## src/mic_pkg.sv

```systemverilog
// package for the microcontroller interrupt controller
package mic_pkg;

  // ---------------------------------------------------------------
  // register offsets
  // ---------------------------------------------------------------
  localparam logic [7:0] OFS_INT_CONTROL = 8'h0B;
  localparam logic [7:0] OFS_INT_CONTROL_HI = 8'h8B;
  localparam logic [7:0] OFS_PERIPH_FLAGS = 8'h0C;
  localparam logic [7:0] OFS_PERIPH_ENABLES = 8'h8C;
  localparam logic [7:0] OFS_PIN_CHANGE_MASK = 8'h96;
  localparam logic [7:0] OFS_OPTION = 8'h81;
  localparam logic [7:0] OFS_POWER_STATUS = 8'h8E;
  localparam logic [7:0] OFS_IRQ_STATUS = 8'hF0;
  localparam logic [7:0] OFS_IRQ_MASK = 8'hF1;

  // ---------------------------------------------------------------
  // field positions
  // ---------------------------------------------------------------
  localparam int GLOBAL_EN_BIT = 7;
  localparam int PERIPH_EN_BIT = 6;
  localparam int TIMER0_EN_BIT = 5;
  localparam int EXT_PIN_EN_BIT = 4;
  localparam int PORT_CHG_EN_BIT = 3;
  localparam int TIMER0_FLAG_BIT = 2;
  localparam int EXT_PIN_FLAG_BIT = 1;
  localparam int PORT_CHG_FLAG_BIT = 0;
  localparam int EDGE_SEL_BIT = 6;
  localparam int PERIPH_UNUSED_BIT = 4;

  // ---------------------------------------------------------------
  // reset values and constants
  // ---------------------------------------------------------------
  localparam logic [7:0] INT_CONTROL_RST = 8'h00;
  localparam logic [7:0] PERIPH_RST = 8'h00;
  localparam logic [7:0] OPTION_RST = 8'hFF;
  localparam logic [5:0] PIN_MASK_RST = 6'h00;
  localparam logic [3:0] PWR_POR_VAL = 4'h4;
  localparam logic [3:0] PWR_BOR_VAL = 4'h6;
  localparam logic [12:0] PC_RESET_VEC = 13'h0000;
  localparam logic [12:0] PC_IRQ_VEC = 13'h0004;
  localparam int IRQ_SYNC_CYCLES = 2;
  localparam int PINS = 6;

  // reset causes
  typedef enum logic [1:0] {
    MIC_RST_POR,
    MIC_RST_PIN,
    MIC_RST_WDT,
    MIC_RST_BOR
  } mic_rst_cause_e;

  // peripheral event pulses, one per flag position of the peripheral register
  typedef struct packed {
    logic eeprom_write;
    logic converter_done;
    logic capture_compare;
    logic unused;
    logic comparator;
    logic clock_fail;
    logic timer2_match;
    logic timer1_overflow;
  } mic_periph_ev_s;

  // commands from the core sequencer
  typedef struct packed {
    logic return_from_irq_instr;
    logic irq_ack;
    logic sleep_enter;
    logic port_read;
  } mic_core_cmd_s;

endpackage : mic_pkg

```

## src/mic_irq_ctrl.sv

```systemverilog
// interrupt controller: flags, enables, vectoring and wake from sleep
//
// Local design decision: the strobed register port.

module mic_irq_ctrl #(
  parameter int STACK_DEPTH = 8                   // hardware stack depth
) (
  input  wire logic                   clk,          // 125 MHz clock
  input  wire logic                   rst,          // async reset, high
  input  wire mic_pkg::mic_rst_cause_e rst_cause,   // cause of latest reset
  input  wire logic [7:0]             reg_addr,     // register address
  input  wire logic [7:0]             reg_wdata,    // write data
  input  wire logic                   reg_wr,       // write strobe
  input  wire logic                   reg_rd,       // read strobe
  input  wire logic                   ext_irq_pin,  // external pin, async
  input  wire logic [5:0]             port_pins,    // port pins, async
  input  wire logic                   timer0_wrap,  // timer0 count FFh to 00h
  input  wire mic_pkg::mic_periph_ev_s periph_ev,   // peripheral event pulses
  input  wire mic_pkg::mic_core_cmd_s core_cmd,     // core sequencer strobes
  input  wire logic [12:0]            ret_pc,       // return address to push
  output logic [7:0]                  reg_rdata,    // read data, next cycle
  output logic                        irq_vector,   // one-cycle vector request
  output logic [12:0]                 vector_pc,    // vector address
  output logic [12:0]                 stack_top,    // last pushed address
  output logic                        wake,         // wake pulse to core
  output logic                        asleep,       // core is asleep
  output logic                        irq_out,      // level interrupt output
  output logic [1:0]                  q_phase       // Q phase 0..3, registered one cycle late
);

  // ---------------------------------------------------------------
  // state
  // ---------------------------------------------------------------
  logic [7:0]  interrupt_control_r;
  logic [7:0]  pflag_r;
  logic [7:0]  pen_r;
  logic [7:0]  option_r;
  logic [5:0]  pin_mask_r;
  logic [3:0]  pwr_r;
  logic [3:0]  ev_stat_r;
  logic [3:0]  ev_mask_r;
  logic [1:0]  q_r;
  logic [1:0]  pin_sync_r;
  logic        pin_prev_r;
  logic [5:0]  port_s1_r;
  logic [5:0]  port_s2_r;
  logic [5:0]  port_latch_r;
  logic [1:0]  lat_cnt_r;
  logic        pend_r;
  logic [12:0] stack_r [STACK_DEPTH];
  logic [$clog2(STACK_DEPTH)-1:0] sp_r;
  logic        gie_block_r;

  typedef enum logic [1:0] {
    MIC_RUN,
    MIC_SLEEP,
    MIC_WAKE_EXEC
  } mic_state_e;
  mic_state_e state_r;

  // ---------------------------------------------------------------
  // helpers
  // ---------------------------------------------------------------
  function automatic logic [7:0] wr_keep(input logic [7:0] cur, input logic [7:0] set_v,
                                         input logic [7:0] wmask, input logic [7:0] wval);
    wr_keep = (cur & ~wmask) | (wval & wmask) | set_v;
  endfunction : wr_keep

  wire wr_ctl   = reg_wr && (reg_addr == mic_pkg::OFS_INT_CONTROL ||
                             reg_addr == mic_pkg::OFS_INT_CONTROL_HI);
  wire wr_pflag = reg_wr && reg_addr == mic_pkg::OFS_PERIPH_FLAGS;
  wire wr_pen   = reg_wr && reg_addr == mic_pkg::OFS_PERIPH_ENABLES;

  // ---------------------------------------------------------------
  // q phase divider
  // ---------------------------------------------------------------
  always_ff @(posedge clk or posedge rst) begin
    if (rst) begin
      q_r <= 2'h0;
    end else begin
      q_r <= q_r + 2'h1;
    end
  end
  wire cyc_end = (q_r == 2'h3);

  // ---------------------------------------------------------------
  // edge and change detection
  // ---------------------------------------------------------------
  always_ff @(posedge clk or posedge rst) begin
    if (rst) begin
      // start high: rising select after reset sees no false edge
      pin_sync_r <= 2'h3;
      pin_prev_r <= 1'b1;
      port_s1_r  <= 6'h00;
      port_s2_r  <= 6'h00;
    end else begin
      pin_sync_r <= {pin_sync_r[0], ext_irq_pin};
      pin_prev_r <= pin_sync_r[1];
      port_s1_r  <= port_pins;
      port_s2_r  <= port_s1_r;
    end
  end

  wire edge_sel  = option_r[mic_pkg::EDGE_SEL_BIT];
  wire pin_edge  = edge_sel ? (pin_sync_r[1] & ~pin_prev_r)
                            : (~pin_sync_r[1] & pin_prev_r);
  // pin flag only armed in Q4 and Q1
  wire pin_win   = (q_r == 2'h3) || (q_r == 2'h0);
  logic pin_hold_r;
  always_ff @(posedge clk or posedge rst) begin
    if (rst) begin
      pin_hold_r <= 1'b0;
    end else begin
      pin_hold_r <= (pin_hold_r | pin_edge) & ~pin_win;
    end
  end
  wire pin_set = (pin_edge | pin_hold_r) & pin_win;

  // port latch follows the pins every cycle; a change during a port read in Q2 is missed
  wire port_rd_q2 = core_cmd.port_read && (q_r == 2'h1);
  wire port_chg   = |((port_s2_r ^ port_latch_r) & pin_mask_r) && !port_rd_q2;
  always_ff @(posedge clk or posedge rst) begin
    if (rst) begin
      port_latch_r <= 6'h00;
    end else begin
      port_latch_r <= port_s2_r;
    end
  end

  // ---------------------------------------------------------------
  // control register, flags set regardless of enables
  // ---------------------------------------------------------------
  logic [7:0] ctl_set;
  always_comb begin
    ctl_set = 8'h00;
    ctl_set[mic_pkg::TIMER0_FLAG_BIT]   = timer0_wrap;
    ctl_set[mic_pkg::EXT_PIN_FLAG_BIT]  = pin_set;
    ctl_set[mic_pkg::PORT_CHG_FLAG_BIT] = port_chg;
  end

  wire take = irq_vector;

  always_ff @(posedge clk or posedge rst) begin
    if (rst) begin
      interrupt_control_r <= mic_pkg::INT_CONTROL_RST;
    end else begin
      interrupt_control_r <= wr_keep(interrupt_control_r, ctl_set, wr_ctl ? 8'hFF : 8'h00, reg_wdata);
      if (take) begin
        interrupt_control_r[mic_pkg::GLOBAL_EN_BIT] <= 1'b0;
      end else if (core_cmd.return_from_irq_instr) begin
        interrupt_control_r[mic_pkg::GLOBAL_EN_BIT] <= 1'b1;
      end
    end
  end

  always_ff @(posedge clk or posedge rst) begin
    if (rst) begin
      pflag_r <= mic_pkg::PERIPH_RST;
      pen_r   <= mic_pkg::PERIPH_RST;
    end else begin
      pflag_r <= wr_keep(pflag_r, periph_ev, wr_pflag ? 8'hFF : 8'h00, reg_wdata)
                 & ~(8'h01 << mic_pkg::PERIPH_UNUSED_BIT);
      if (wr_pen) begin
        pen_r <= reg_wdata & ~(8'h01 << mic_pkg::PERIPH_UNUSED_BIT);
      end
    end
  end

  always_ff @(posedge clk or posedge rst) begin
    if (rst) begin
      option_r   <= mic_pkg::OPTION_RST;
      pin_mask_r <= mic_pkg::PIN_MASK_RST;
    end else begin
      if (reg_wr && reg_addr == mic_pkg::OFS_OPTION) begin
        option_r <= reg_wdata;
      end
      if (reg_wr && reg_addr == mic_pkg::OFS_PIN_CHANGE_MASK) begin
        pin_mask_r <= reg_wdata[5:0];
      end
    end
  end

  // ---------------------------------------------------------------
  // request tree
  // ---------------------------------------------------------------
  wire periph_req = interrupt_control_r[mic_pkg::PERIPH_EN_BIT] & |(pflag_r & pen_r);
  wire src_req = (interrupt_control_r[mic_pkg::TIMER0_EN_BIT]  & interrupt_control_r[mic_pkg::TIMER0_FLAG_BIT]) |
                 (interrupt_control_r[mic_pkg::EXT_PIN_EN_BIT] & interrupt_control_r[mic_pkg::EXT_PIN_FLAG_BIT]) |
                 (interrupt_control_r[mic_pkg::PORT_CHG_EN_BIT] & interrupt_control_r[mic_pkg::PORT_CHG_FLAG_BIT]) |
                 periph_req;
  wire global_irq_enable = interrupt_control_r[mic_pkg::GLOBAL_EN_BIT];

  // a write clearing the global enable blocks requests due next cycle
  always_ff @(posedge clk or posedge rst) begin
    if (rst) begin
      gie_block_r <= 1'b0;
    end else begin
      gie_block_r <= wr_ctl && !reg_wdata[mic_pkg::GLOBAL_EN_BIT];
    end
  end

  // ---------------------------------------------------------------
  // sequencing: latency counter, sleep and wake
  // ---------------------------------------------------------------
  always_ff @(posedge clk or posedge rst) begin
    if (rst) begin
      state_r     <= MIC_RUN;
      pend_r      <= 1'b0;
      lat_cnt_r   <= 2'h0;
      irq_vector  <= 1'b0;
      wake        <= 1'b0;
    end else begin
      irq_vector <= 1'b0;
      wake       <= 1'b0;
      case (state_r)
        MIC_RUN: begin
          if (core_cmd.sleep_enter) begin
            state_r <= MIC_SLEEP;
            pend_r  <= 1'b0;
          end else if (src_req && global_irq_enable && !gie_block_r) begin
            // request seen, vector after fixed instruction cycles
            if (!pend_r) begin
              pend_r    <= 1'b1;
              lat_cnt_r <= 2'h0;
            end else if (cyc_end) begin
              if (lat_cnt_r == 2'h2) begin
                irq_vector <= 1'b1;
                pend_r     <= 1'b0;
              end else begin
                lat_cnt_r <= lat_cnt_r + 2'h1;
              end
            end
          end else begin
            pend_r <= 1'b0;
          end
        end
        MIC_SLEEP: begin
          if (src_req) begin
            wake    <= 1'b1;
            state_r <= MIC_WAKE_EXEC;
          end
        end
        MIC_WAKE_EXEC: begin
          // core runs PC+1 until the end of the current instruction cycle first
          if (cyc_end) begin
            state_r <= MIC_RUN;
            if (global_irq_enable) begin
              irq_vector <= 1'b1;
            end
          end
        end
        default: state_r <= MIC_RUN;
      endcase
    end
  end

  // ---------------------------------------------------------------
  // return stack: only the return PC is saved
  // ---------------------------------------------------------------
  always_ff @(posedge clk or posedge rst) begin
    if (rst) begin
      sp_r      <= '0;
      stack_top <= mic_pkg::PC_RESET_VEC;
      vector_pc <= mic_pkg::PC_RESET_VEC;
    end else begin
      if (take) begin
        stack_r[sp_r] <= ret_pc;
        stack_top     <= ret_pc;
        sp_r          <= sp_r + 1'b1;
        vector_pc     <= mic_pkg::PC_IRQ_VEC;
      end else if (core_cmd.return_from_irq_instr) begin
        sp_r      <= sp_r - 1'b1;
        stack_top <= stack_r[sp_r - 1'b1];
      end
    end
  end

  // ---------------------------------------------------------------
  // power status: caught after reset release from the cause input
  // ---------------------------------------------------------------
  logic pwr_done_r;
  always_ff @(posedge clk or posedge rst) begin
    if (rst) begin
      pwr_done_r <= 1'b0;
    end else begin
      pwr_done_r <= 1'b1;
    end
  end

  // no reset here: pin and watchdog resets keep the low bits
  always_ff @(posedge clk) begin
    if (!rst && !pwr_done_r) begin
      case (rst_cause)
        mic_pkg::MIC_RST_POR: pwr_r <= mic_pkg::PWR_POR_VAL;
        mic_pkg::MIC_RST_BOR: pwr_r <= mic_pkg::PWR_BOR_VAL;
        default:              pwr_r <= {1'b0, pwr_r[2:0]};
      endcase
    end else if (!rst && reg_wr && reg_addr == mic_pkg::OFS_POWER_STATUS) begin
      pwr_r <= reg_wdata[3:0];
    end
  end

  // ---------------------------------------------------------------
  // block interrupt: sticky events, mask, write-one-to-clear
  // ---------------------------------------------------------------
  wire [3:0] ev_now = {wake, irq_vector, |periph_ev, |ctl_set};
  always_ff @(posedge clk or posedge rst) begin
    if (rst) begin
      ev_stat_r <= 4'h0;
      ev_mask_r <= 4'h0;
      irq_out   <= 1'b0;
    end else begin
      if (reg_wr && reg_addr == mic_pkg::OFS_IRQ_STATUS) begin
        ev_stat_r <= (ev_stat_r & ~reg_wdata[3:0]) | ev_now;
      end else begin
        ev_stat_r <= ev_stat_r | ev_now;
      end
      if (reg_wr && reg_addr == mic_pkg::OFS_IRQ_MASK) begin
        ev_mask_r <= reg_wdata[3:0];
      end
      irq_out <= |(ev_stat_r & ev_mask_r);
    end
  end

  // ---------------------------------------------------------------
  // read port and status outputs
  // ---------------------------------------------------------------
  always_ff @(posedge clk or posedge rst) begin
    if (rst) begin
      reg_rdata <= 8'h00;
      asleep    <= 1'b0;
      q_phase   <= 2'h0;
    end else begin
      asleep  <= (state_r == MIC_SLEEP);
      q_phase <= q_r;
      if (reg_rd) begin
        case (reg_addr)
          mic_pkg::OFS_INT_CONTROL,
          mic_pkg::OFS_INT_CONTROL_HI:  reg_rdata <= interrupt_control_r;
          mic_pkg::OFS_PERIPH_FLAGS:    reg_rdata <= pflag_r;
          mic_pkg::OFS_PERIPH_ENABLES:  reg_rdata <= pen_r;
          mic_pkg::OFS_OPTION:          reg_rdata <= option_r;
          mic_pkg::OFS_PIN_CHANGE_MASK: reg_rdata <= {2'h0, pin_mask_r};
          mic_pkg::OFS_POWER_STATUS:    reg_rdata <= {4'h0, pwr_r};
          mic_pkg::OFS_IRQ_STATUS:      reg_rdata <= {4'h0, ev_stat_r};
          mic_pkg::OFS_IRQ_MASK:        reg_rdata <= {4'h0, ev_mask_r};
          default:                      reg_rdata <= 8'h00;
        endcase
      end else begin
        reg_rdata <= 8'h00;
      end
    end
  end

endmodule : mic_irq_ctrl

```

## config.mk

```make
export PLATFORM = sky130hd
export DESIGN_NAME = mic_irq_ctrl
export DESIGN_NICKNAME = d
export VERILOG_FILES = /design/src/mic_pkg.sv /design/src/mic_irq_ctrl.sv
export SDC_FILE = /design/constraint.sdc
export NUM_CORES = 1
export LEC_CHECK = 0
export BUFFER_PORTS_ARGS = -buffer_cell sky130_fd_sc_hd__buf_2
export CAP_MARGIN = 5
export CORE_ASPECT_RATIO = 2
export CORE_MARGIN = 1
export CORE_UTILIZATION = 53
export DETAILED_ROUTE_END_ITERATION = 7
export PLACE_DENSITY_LB_ADDON = 0.25
export SLEW_MARGIN = 20
export SYNTH_ARGS = -nofsm -noshare
export SYNTH_HDL_FRONTEND = slang
export SYNTH_SLANG_ARGS = --single-unit
```

## constraint.sdc

```tcl
create_clock -name clk -period 3.7 [get_ports clk]
set_clock_uncertainty 0.05 [all_clocks]
set_input_delay 0.74 -clock clk [delete_from_list [all_inputs] [get_ports clk]]
set_output_delay 0.74 -clock clk [all_outputs]
set_load 0.005 [all_outputs]
```

==> impl_summary.md, run 1 <==
Pwr
The internal cell power is 4.55 mW. The peak supply drop is 494 uV. The combinational group share of total power is 23.7%. For this design the ratio of total power to cell area is 618 nW/um2. Of the total power, registers draw 45.1%. The share of power burned in the clock network is 31.2%. The leakage power is 3.93 nW. Of the total power, the share spent switching nets is 27.4%. For this design the total switching power over the nets is 1.72 mW.

Finish
The area of the multi-input gates is 2750 um2. The net total in the final layout is 732. From synthesis to final layout, the design area changed by 14.4%. Fill cells in the final layout number 1200. The final antenna diode count is 0. The cell area after layout is 10100 um2.

For this run, the number of standard cells in the final layout without fillers is 889. The library cell used most frequently in the layout, excluding fill and tap cells, is sky130_fd_sc_hd__edfxtp_1. The fraction of final layout cells with drive strength greater than 1 is 30.8%. Leaving out fill and tap cells, the most frequent cells in the layout are 108 x sky130_fd_sc_hd__edfxtp_1, 94 x sky130_fd_sc_hd__dfrtp_1, 81 x sky130_fd_sc_hd__buf_2. The total area of sequential cells is 5910 um2.

STA
Setup repair after global routing left no endpoint under its margin. Counting I/O delays and the setup requirement, the final critical path takes 2490 ps. The final number of setup-violating endpoints is 0. The total count of hold-check failures in the final report was 0. For the pin with the worst max-slew slack, the measured transition is 914 ps.

Across all setup checks in the final design, the least slack found is 1210 ps. Headroom to the max-slew limit came out at 39.1%. Derived from the worst setup path, the maximum achievable clock frequency is 401 MHz.

The final-report max-slew violation count came to 0. The setup TNS after final layout is 0 ps. The period utilization is 67.4%.

Place
The final weighted congestion of routability-driven global placement is 0.958. The post-placement worst setup slack is 967 ps. The HPWL after detailed placement is 14300 um. The count of placed standard cells including taps is 855. The count of input and output buffers is 81.

The instance area after placement is 9510 um2.

Floorplan
The core box area is 16300 um2. The die covers 17300 um2. The number of primary I/O pins is 95. The die span in x is 93.4 um. The initial standard-cell utilization of the core is 54.4%.

After floorplanning, the core was divided into 66 placement rows. The vertical die dimension is 185 um.

Synthesis
The number of warnings issued by yosys is 0. The number of distinct library cells after synthesis is 58. The number of standard cells after synthesis is 578.

The dominant register cell in the synthesized netlist is sky130_fd_sc_hd__edfxtp_1. Summing every instance area after synthesis gives 8860 um2. The number of enable flip-flop cells after synthesis is 108. Counting flops and latches in the post-synthesis netlist gives 214. Summing the sequential cell areas from Yosys gives 66.7% of the chip area. The mean post-synth cell area is 15.3 um2. In the synthesized netlist the async set-or-reset flop fraction comes to 49.5%.

Global routing
The first global-routing pass estimated 30900 um of wire. The pin count of the biggest net entering global routing is 69. The number of global-route vias before repair came to 5758. For this run, the total global-route usage over all layers was measured as 24.2%. The number of antenna violations at the first check in global routing is 0. Global routing finished with a remaining overflow of 0.

Drt
The final layout contains routed wiring with a total length of 20100 um. The post-detailed-route count of antenna-violating nets is 0. The per-cell via count in the routed design is 6.02. In the final routing, the length of wire on met1 measures 6410 um. The number of design rule violations left after detail routing is 0. The initial detailed-routing violation count is 280. After detailed routing, the met2 layer carries 11600 um of wire. The first-pass iteration count of the detailed router is 5.

The uppermost layer routed is met4. Across all layers, the routed design uses 5353 vias. The amount of wire on met3 after detailed routing is 956 um. In the final routed layout, each cell accounts on average for 22.6 um.

Clocking
The total clock buffers created by CTS is 19. In this run the clock root is driven by a sky130_fd_sc_hd__clkbuf_16. The clock edge transition at the registers on the reported setup and hold paths is 70 ps. The number of hold buffers added after CTS is 0. CTS built an H-tree with a depth of 1. The clock latency at the later pin of the worst-skew pair is 490 ps. Once the clock tree was built, the resizer swapped 0 gates to a different size. Counting along the longest clock path gives a buffer depth of 3.

The TritonCTS clock tree is built. The count of clock tree sinks is 214. The number of setup buffers added after CTS is 0.

Setup path
The data arrival time at the worst-slack endpoint is 2780 ps. The worst endpoint required time is 3990 ps. The maximum fanout along the worst path is 15. The type of origin of the critical path is a register. The type of destination of the critical path is a register. The class of the most critical setup path is reg2reg.

Status
The run finished with clean final reports.

Job
The max-capacitance violation count is 0.

Min path
The class of the tightest hold or removal check is in2async.
==> area by class of cell <==
cell class                      count  area share [%]
Timing Repair Buffer               98            5.26
Tap cell                          204            2.52
Clock buffer                       24            4.98
Clock inverter                     10            1.14
Multi-Input combinational cell    325            27.2
Inverter                           14           0.556
Sequential cell                   214            58.4
==> cell usage after synthesis (all sizes together), types with 4 or more instances <==
cell | count | area (um2)
nor2 | 20 | 75.1
clkbuf | 14 | 52.6
ha | 5 | 62.6
dfstp | 11 | 289
xor2 | 9 | 78.8
a22oi | 18 | 135
nor2b | 9 | 56.3
nand2b | 6 | 37.5
dfrtp | 95 | 2380
mux2i | 19 | 190
nand3 | 4 | 20.0
nor4 | 6 | 67.6
nor3b | 20 | 150
nor3 | 12 | 70.1
buf | 22 | 140
mux2 | 30 | 338
edfxtp | 108 | 3240
a31oi | 5 | 31.3
a21oi | 19 | 95.1
mux4 | 26 | 586
inv | 14 | 52.6
a211o | 12 | 105
nand2 | 23 | 96.4
and3 | 4 | 25.0
o21ai | 21 | 105
a21o | 4 | 30.0
==> worst max-delay path, stage by stage, from the launching register on <==
cell                      delay, ps
sky130_fd_sc_hd__dfrtp_1        480
sky130_fd_sc_hd__inv_1           90
sky130_fd_sc_hd__ha_1           740
sky130_fd_sc_hd__buf_4          360
sky130_fd_sc_hd__mux4_2         330
sky130_fd_sc_hd__mux2i_1        170
sky130_fd_sc_hd__o21ai_0        110
==> path summary, 6_finish.rpt <==
kind,depth (start not counted),slack [ps],start,to
setup / recovery,6,1210,sp_r[1],stack_top[9]
hold / removal,2,130,rst,sp_r[2]
setup reg to reg,6,1210,sp_r[1],stack_top[9]
hold reg to reg,0,300,port_s1_r[3],port_s2_r[3]
max in group asynchronous,4,1840,rst,sp_r[0]
min in group clk,1,300,port_pins[0],port_s1_r[0]
==> state kept, by name, summed over array words and instances, names as in the netlist, 4 cells and up, named ones only <==
name and cells:
pwr_r 4, ev_mask_r 4, pin_mask_r 6, option_r 8, reg_rdata 8, stack_top 13, pflag_r 7, stack_r 104
port_s2_r 6, ev_stat_r 4, port_latch_r 6, pen_r 7, port_s1_r 6, interrupt_control_r 4
==> routing by layer <==
| metal | vias up | global-route usage, % |
|---|---|---|
| li1 | 2375 | - |
| met1 | 2689 | 24.0 |
| met2 | 224 | 47.2 |
| met3 | 65 | 3.04 |
| met4 | 0 | 13.4 |
| met5 | - | 0 |
==> metrics by stage <==
step | util [%] | power [mW] | hold WS, ps
final | 62.3 | 6.26 | 130
after global routing | 62.3 | 6.53 | 114
after floorplan | - | 3.90 | 281
after CTS | 62.3 | 6.33 | 122
after detailed placement | 58.4 | 4.38 | 287
after global placement | 58.4 | 4.31 | 283
==> logic make-up (layout without fill, tap and decap cells) <==
logic type                 after synthesis  count (layout)  synth area share, %
AOI/OAI and AO/OA                       96              96                 7.33
xor gates and xnor gates                11              11                 1.09
adders and majority gates                5               5                0.706
buffers and inverters                   50             146                 2.77
DFF                                    214             214                 66.7
muxes                                   75              75                 12.6
other                                    2              13               0.0848
and+or+nand+nor                        125             125                 8.72
==> power groups by stage <==
stage               logic [mW]  registers, mW  clock network (mW)
global route              1.60           2.84                2.08
finish                    1.48           2.82                1.96
detailed placement        1.51           2.87                   0
CTS                       1.52           2.82                1.99
global placement          1.46           2.86                   0
floorplan                 1.07           2.84                   0
No activity file was read; power rests on OpenSTA's default activity.
==> run 2: changes to the inputs <==
Clock period 3.7 ns to 2.2 ns, I/O delays scaled along.
==> run 2 against run 1 <==
Sequential power is 69% higher. Largest cell class unchanged. Clock-buffer cell count is 2 higher. Combinational power rose by 76%. Non-clock buffer count grew 33. Critical path depth unchanged.
==> impl_summary.md, run 2 (same netlist as run 1, synthesis figures left out) <==
Status
Status: completed (unchanged).

Drt
The final wirelength is 21200 um (was 20100 um). The overall via count from detail_route is 5509 (was 5353). The post-detailed-route count of antenna-violating nets is 0 (unchanged). The per-cell via count in the routed design is 5.96 (was 6.02).

The wire length per cell came to 22.9 um (was 22.6 um). The initial detailed-routing violation count is 302 (was 280). The first-pass iteration count of the detailed router is 5 (unchanged). The number of design rule violations left after detail routing came to 0 (unchanged).

Place
The count of input and output buffers came to 81 (unchanged). The instance area after placement is 9820 um2 (was 9510 um2). The HPWL after detailed placement came to 14800 um (was 14300 um).

The final weighted congestion of routability-driven global placement came to 0.936 (was 0.958).

Finish
The top register by number of flip-flops was stack_r (unchanged). The number of flip-flops under the largest register name is 104 (unchanged). The total area of sequential cells was 5910 um2 (unchanged). The final antenna diode count is 0 (unchanged). The cell area after layout came to 10500 um2 (was 10100 um2). The leading cell type in the layout, fill and taps excluded is sky130_fd_sc_hd__edfxtp_1 (unchanged). The utilization after layout came to 64.7% (was 62.3%). The fraction of final layout cells with drive strength greater than 1 is 33.1% (was 30.8%).

The net total in the final layout is 766 (was 732). The count of fill cells added during filler insertion was 1191 (was 1200). Largest registers: stack_r: 104 flops, stack_top: 13 flops (unchanged). Top library cells by usage in the layout, fill and taps aside: 108 x sky130_fd_sc_hd__edfxtp_1, 94 x sky130_fd_sc_hd__dfrtp_1, 81 x sky130_fd_sc_hd__buf_2 (unchanged). The relative area change from synthesis to final layout is 18.9% (was 14.4%). The area of the multi-input gates is 2750 um2 (unchanged).

Setup path
The worst endpoint required time is 2500 ps (was 3990 ps). The type of destination of the critical path is a register (unchanged). The type of origin of the critical path was a register (unchanged). The class of the most critical setup path is reg2reg (unchanged).

The maximum fanout along the worst path is 16 (was 15). The data arrival time at the worst-slack endpoint came to 2320 ps (was 2780 ps).

Clocking
The number of setup buffers added after CTS is 0 (unchanged). The clock edge transition at the registers on the reported setup and hold paths is 70 ps (about the same). The number of hold buffers added after CTS was 6 (was 0). The total clock buffers created by CTS is 20 (was 19). The count of clock tree sinks is 214 (unchanged). The number of cells upsized or downsized after cts is 0 (unchanged). The clock latency at the later pin of the worst-skew pair is 500 ps (was 490 ps). The cell at the root of the clock tree is sky130_fd_sc_hd__clkbuf_16 (unchanged). The TritonCTS clock tree was built (unchanged). The maximum clock insertion buffer count is 3 (unchanged).

The H-tree depth reported by CTS is 1 (unchanged).

Pwr
The post-layout total power came to 10.8 mW (was 6.26 mW). The share of power burned in the clock network is 31.4% (was 31.2%). The leakage power was 4.13 nW (was 3.93 nW). The sequential cell fraction of total power is 44.3% (was 45.1%). The areal power density over the cells was 1020 nW/um2 (was 618 nW/um2).

The peak supply drop is 886 uV (was 494 uV). The combinational group share of total power is 24.3% (was 23.7%). The switching portion of total power is 27.7% (was 27.4%). The internal cell power was 7.78 mW (was 4.55 mW). The net switching power is 2.98 mW (was 1.72 mW).

Floorplan
The core box area came to 16300 um2 (unchanged). The site row count came to 66 (unchanged). The vertical die dimension came to 185 um (unchanged).

The number of primary I/O pins was 95 (unchanged). The area enclosed by the die boundary is 17300 um2 (unchanged). The die span in x is 93.4 um (unchanged). The initial standard-cell utilization of the core is 54.4% (unchanged).

STA
The final-report max-slew violation count is 0 (unchanged). The period utilization is 91.5% (was 67.4%). The peak clock frequency supported by timing is 497 MHz (was 401 MHz). The final number of setup-violating endpoints is 0 (unchanged). The time the worst path needs with I/O delays and setup was 2010 ps (was 2490 ps). The setup TNS after final layout is 0 ps (unchanged).

The tightest slew margin relative to the limit came to 51.0% (was 39.1%). The total count of hold-check failures in the final report is 0 (unchanged). The slew at the pin with the worst max-slew slack was 735 ps (was 914 ps).

Setup repair after global routing missed its margin: false (unchanged). The final hold slack is 102 ps (was 130 ps).

Global routing
The wire length of the first global-routing pass is 32600 um (was 30900 um). The residual overflow from global routing is 0 (unchanged). The number of antenna violations at the first check in global routing is 0 (unchanged).

The pin count of the biggest net entering global routing is 107 (was 69). The number of global-route vias before repair is 5993 (was 5758). The total track usage is 26.0% (was 24.2%).

Job
The max-capacitance violation count is 0 (unchanged).

Min path
The class of the tightest hold or removal check is in2reg (was in2async).
==> run 2: cell count changes in the layout (fill, tap and decap cells not counted), sizes merged <==
cell	change
buf	+26
dlygate4sd3	+7
clkinvlp	+1
clkbuf	+2
bufinv	-1
==> run 2: through the flow <==
stage / setup WS [ps] / cells
3_5_place_dp: 102 / 881
5_1_grt: 117 / 924
2_1_floorplan: -909 / 589
3_3_place_gp: 118 / 881
6_report: 187 / 924
4_1_cts: 187 / 923
==> run 2: final timing paths <==
kind,start,to,slack [ps],depth (start not counted)
max in group asynchronous,rst,stack_top[0],1510,3
worst max-delay path,sp_r[1],stack_top[4],190,6
min in group asynchronous,rst,sp_r[1],170,3
worst max register to register,sp_r[1],stack_top[4],190,6
worst min register to register,port_s1_r[3],port_s2_r[3],300,0
worst min-delay path,periph_ev[0],pflag_r[0],100,2
==> run 2: worst max-delay path: stages (launching register included) <==
cell and delay (ps):
sky130_fd_sc_hd__dfrtp_1 490, sky130_fd_sc_hd__inv_1 100, sky130_fd_sc_hd__ha_1 310, sky130_fd_sc_hd__buf_4 270
sky130_fd_sc_hd__mux4_2 350, sky130_fd_sc_hd__mux2i_1 190, sky130_fd_sc_hd__o21ai_0 100
==> run 2: final cells by class <==
type / count / share of cell area [%]
Inverter: 14 / 0.535
Sequential cell: 214 / 56.1
Timing Repair Buffer: 131 / 8.65
Clock buffer: 26 / 5.26
Clock inverter: 10 / 0.844
Tap cell: 204 / 2.42
Multi-Input combinational cell: 325 / 26.1
==> run 2: power groups by stage <==
stage | combinational, mW | clock (mW) | sequential (mW)
2_1_floorplan | 1.82 | 0 | 4.78
3_3_place_gp | 2.55 | 0 | 4.81
3_5_place_dp | 2.63 | 0 | 4.84
4_1_cts | 2.65 | 3.44 | 4.76
5_1_grt | 2.82 | 3.57 | 4.80
6_report | 2.61 | 3.37 | 4.77
==> run 2: routing by layer <==
metal / up-vias / GRT usage (%) / wire [um]
met2: 200 / 48.9 / 11800
met4: 0 / 16.6 / 1370
met5: - / 0 / 0
li1: 2440 / - / -
met1: 2799 / 26.2 / 6920
met3: 70 / 3.20 / 1060
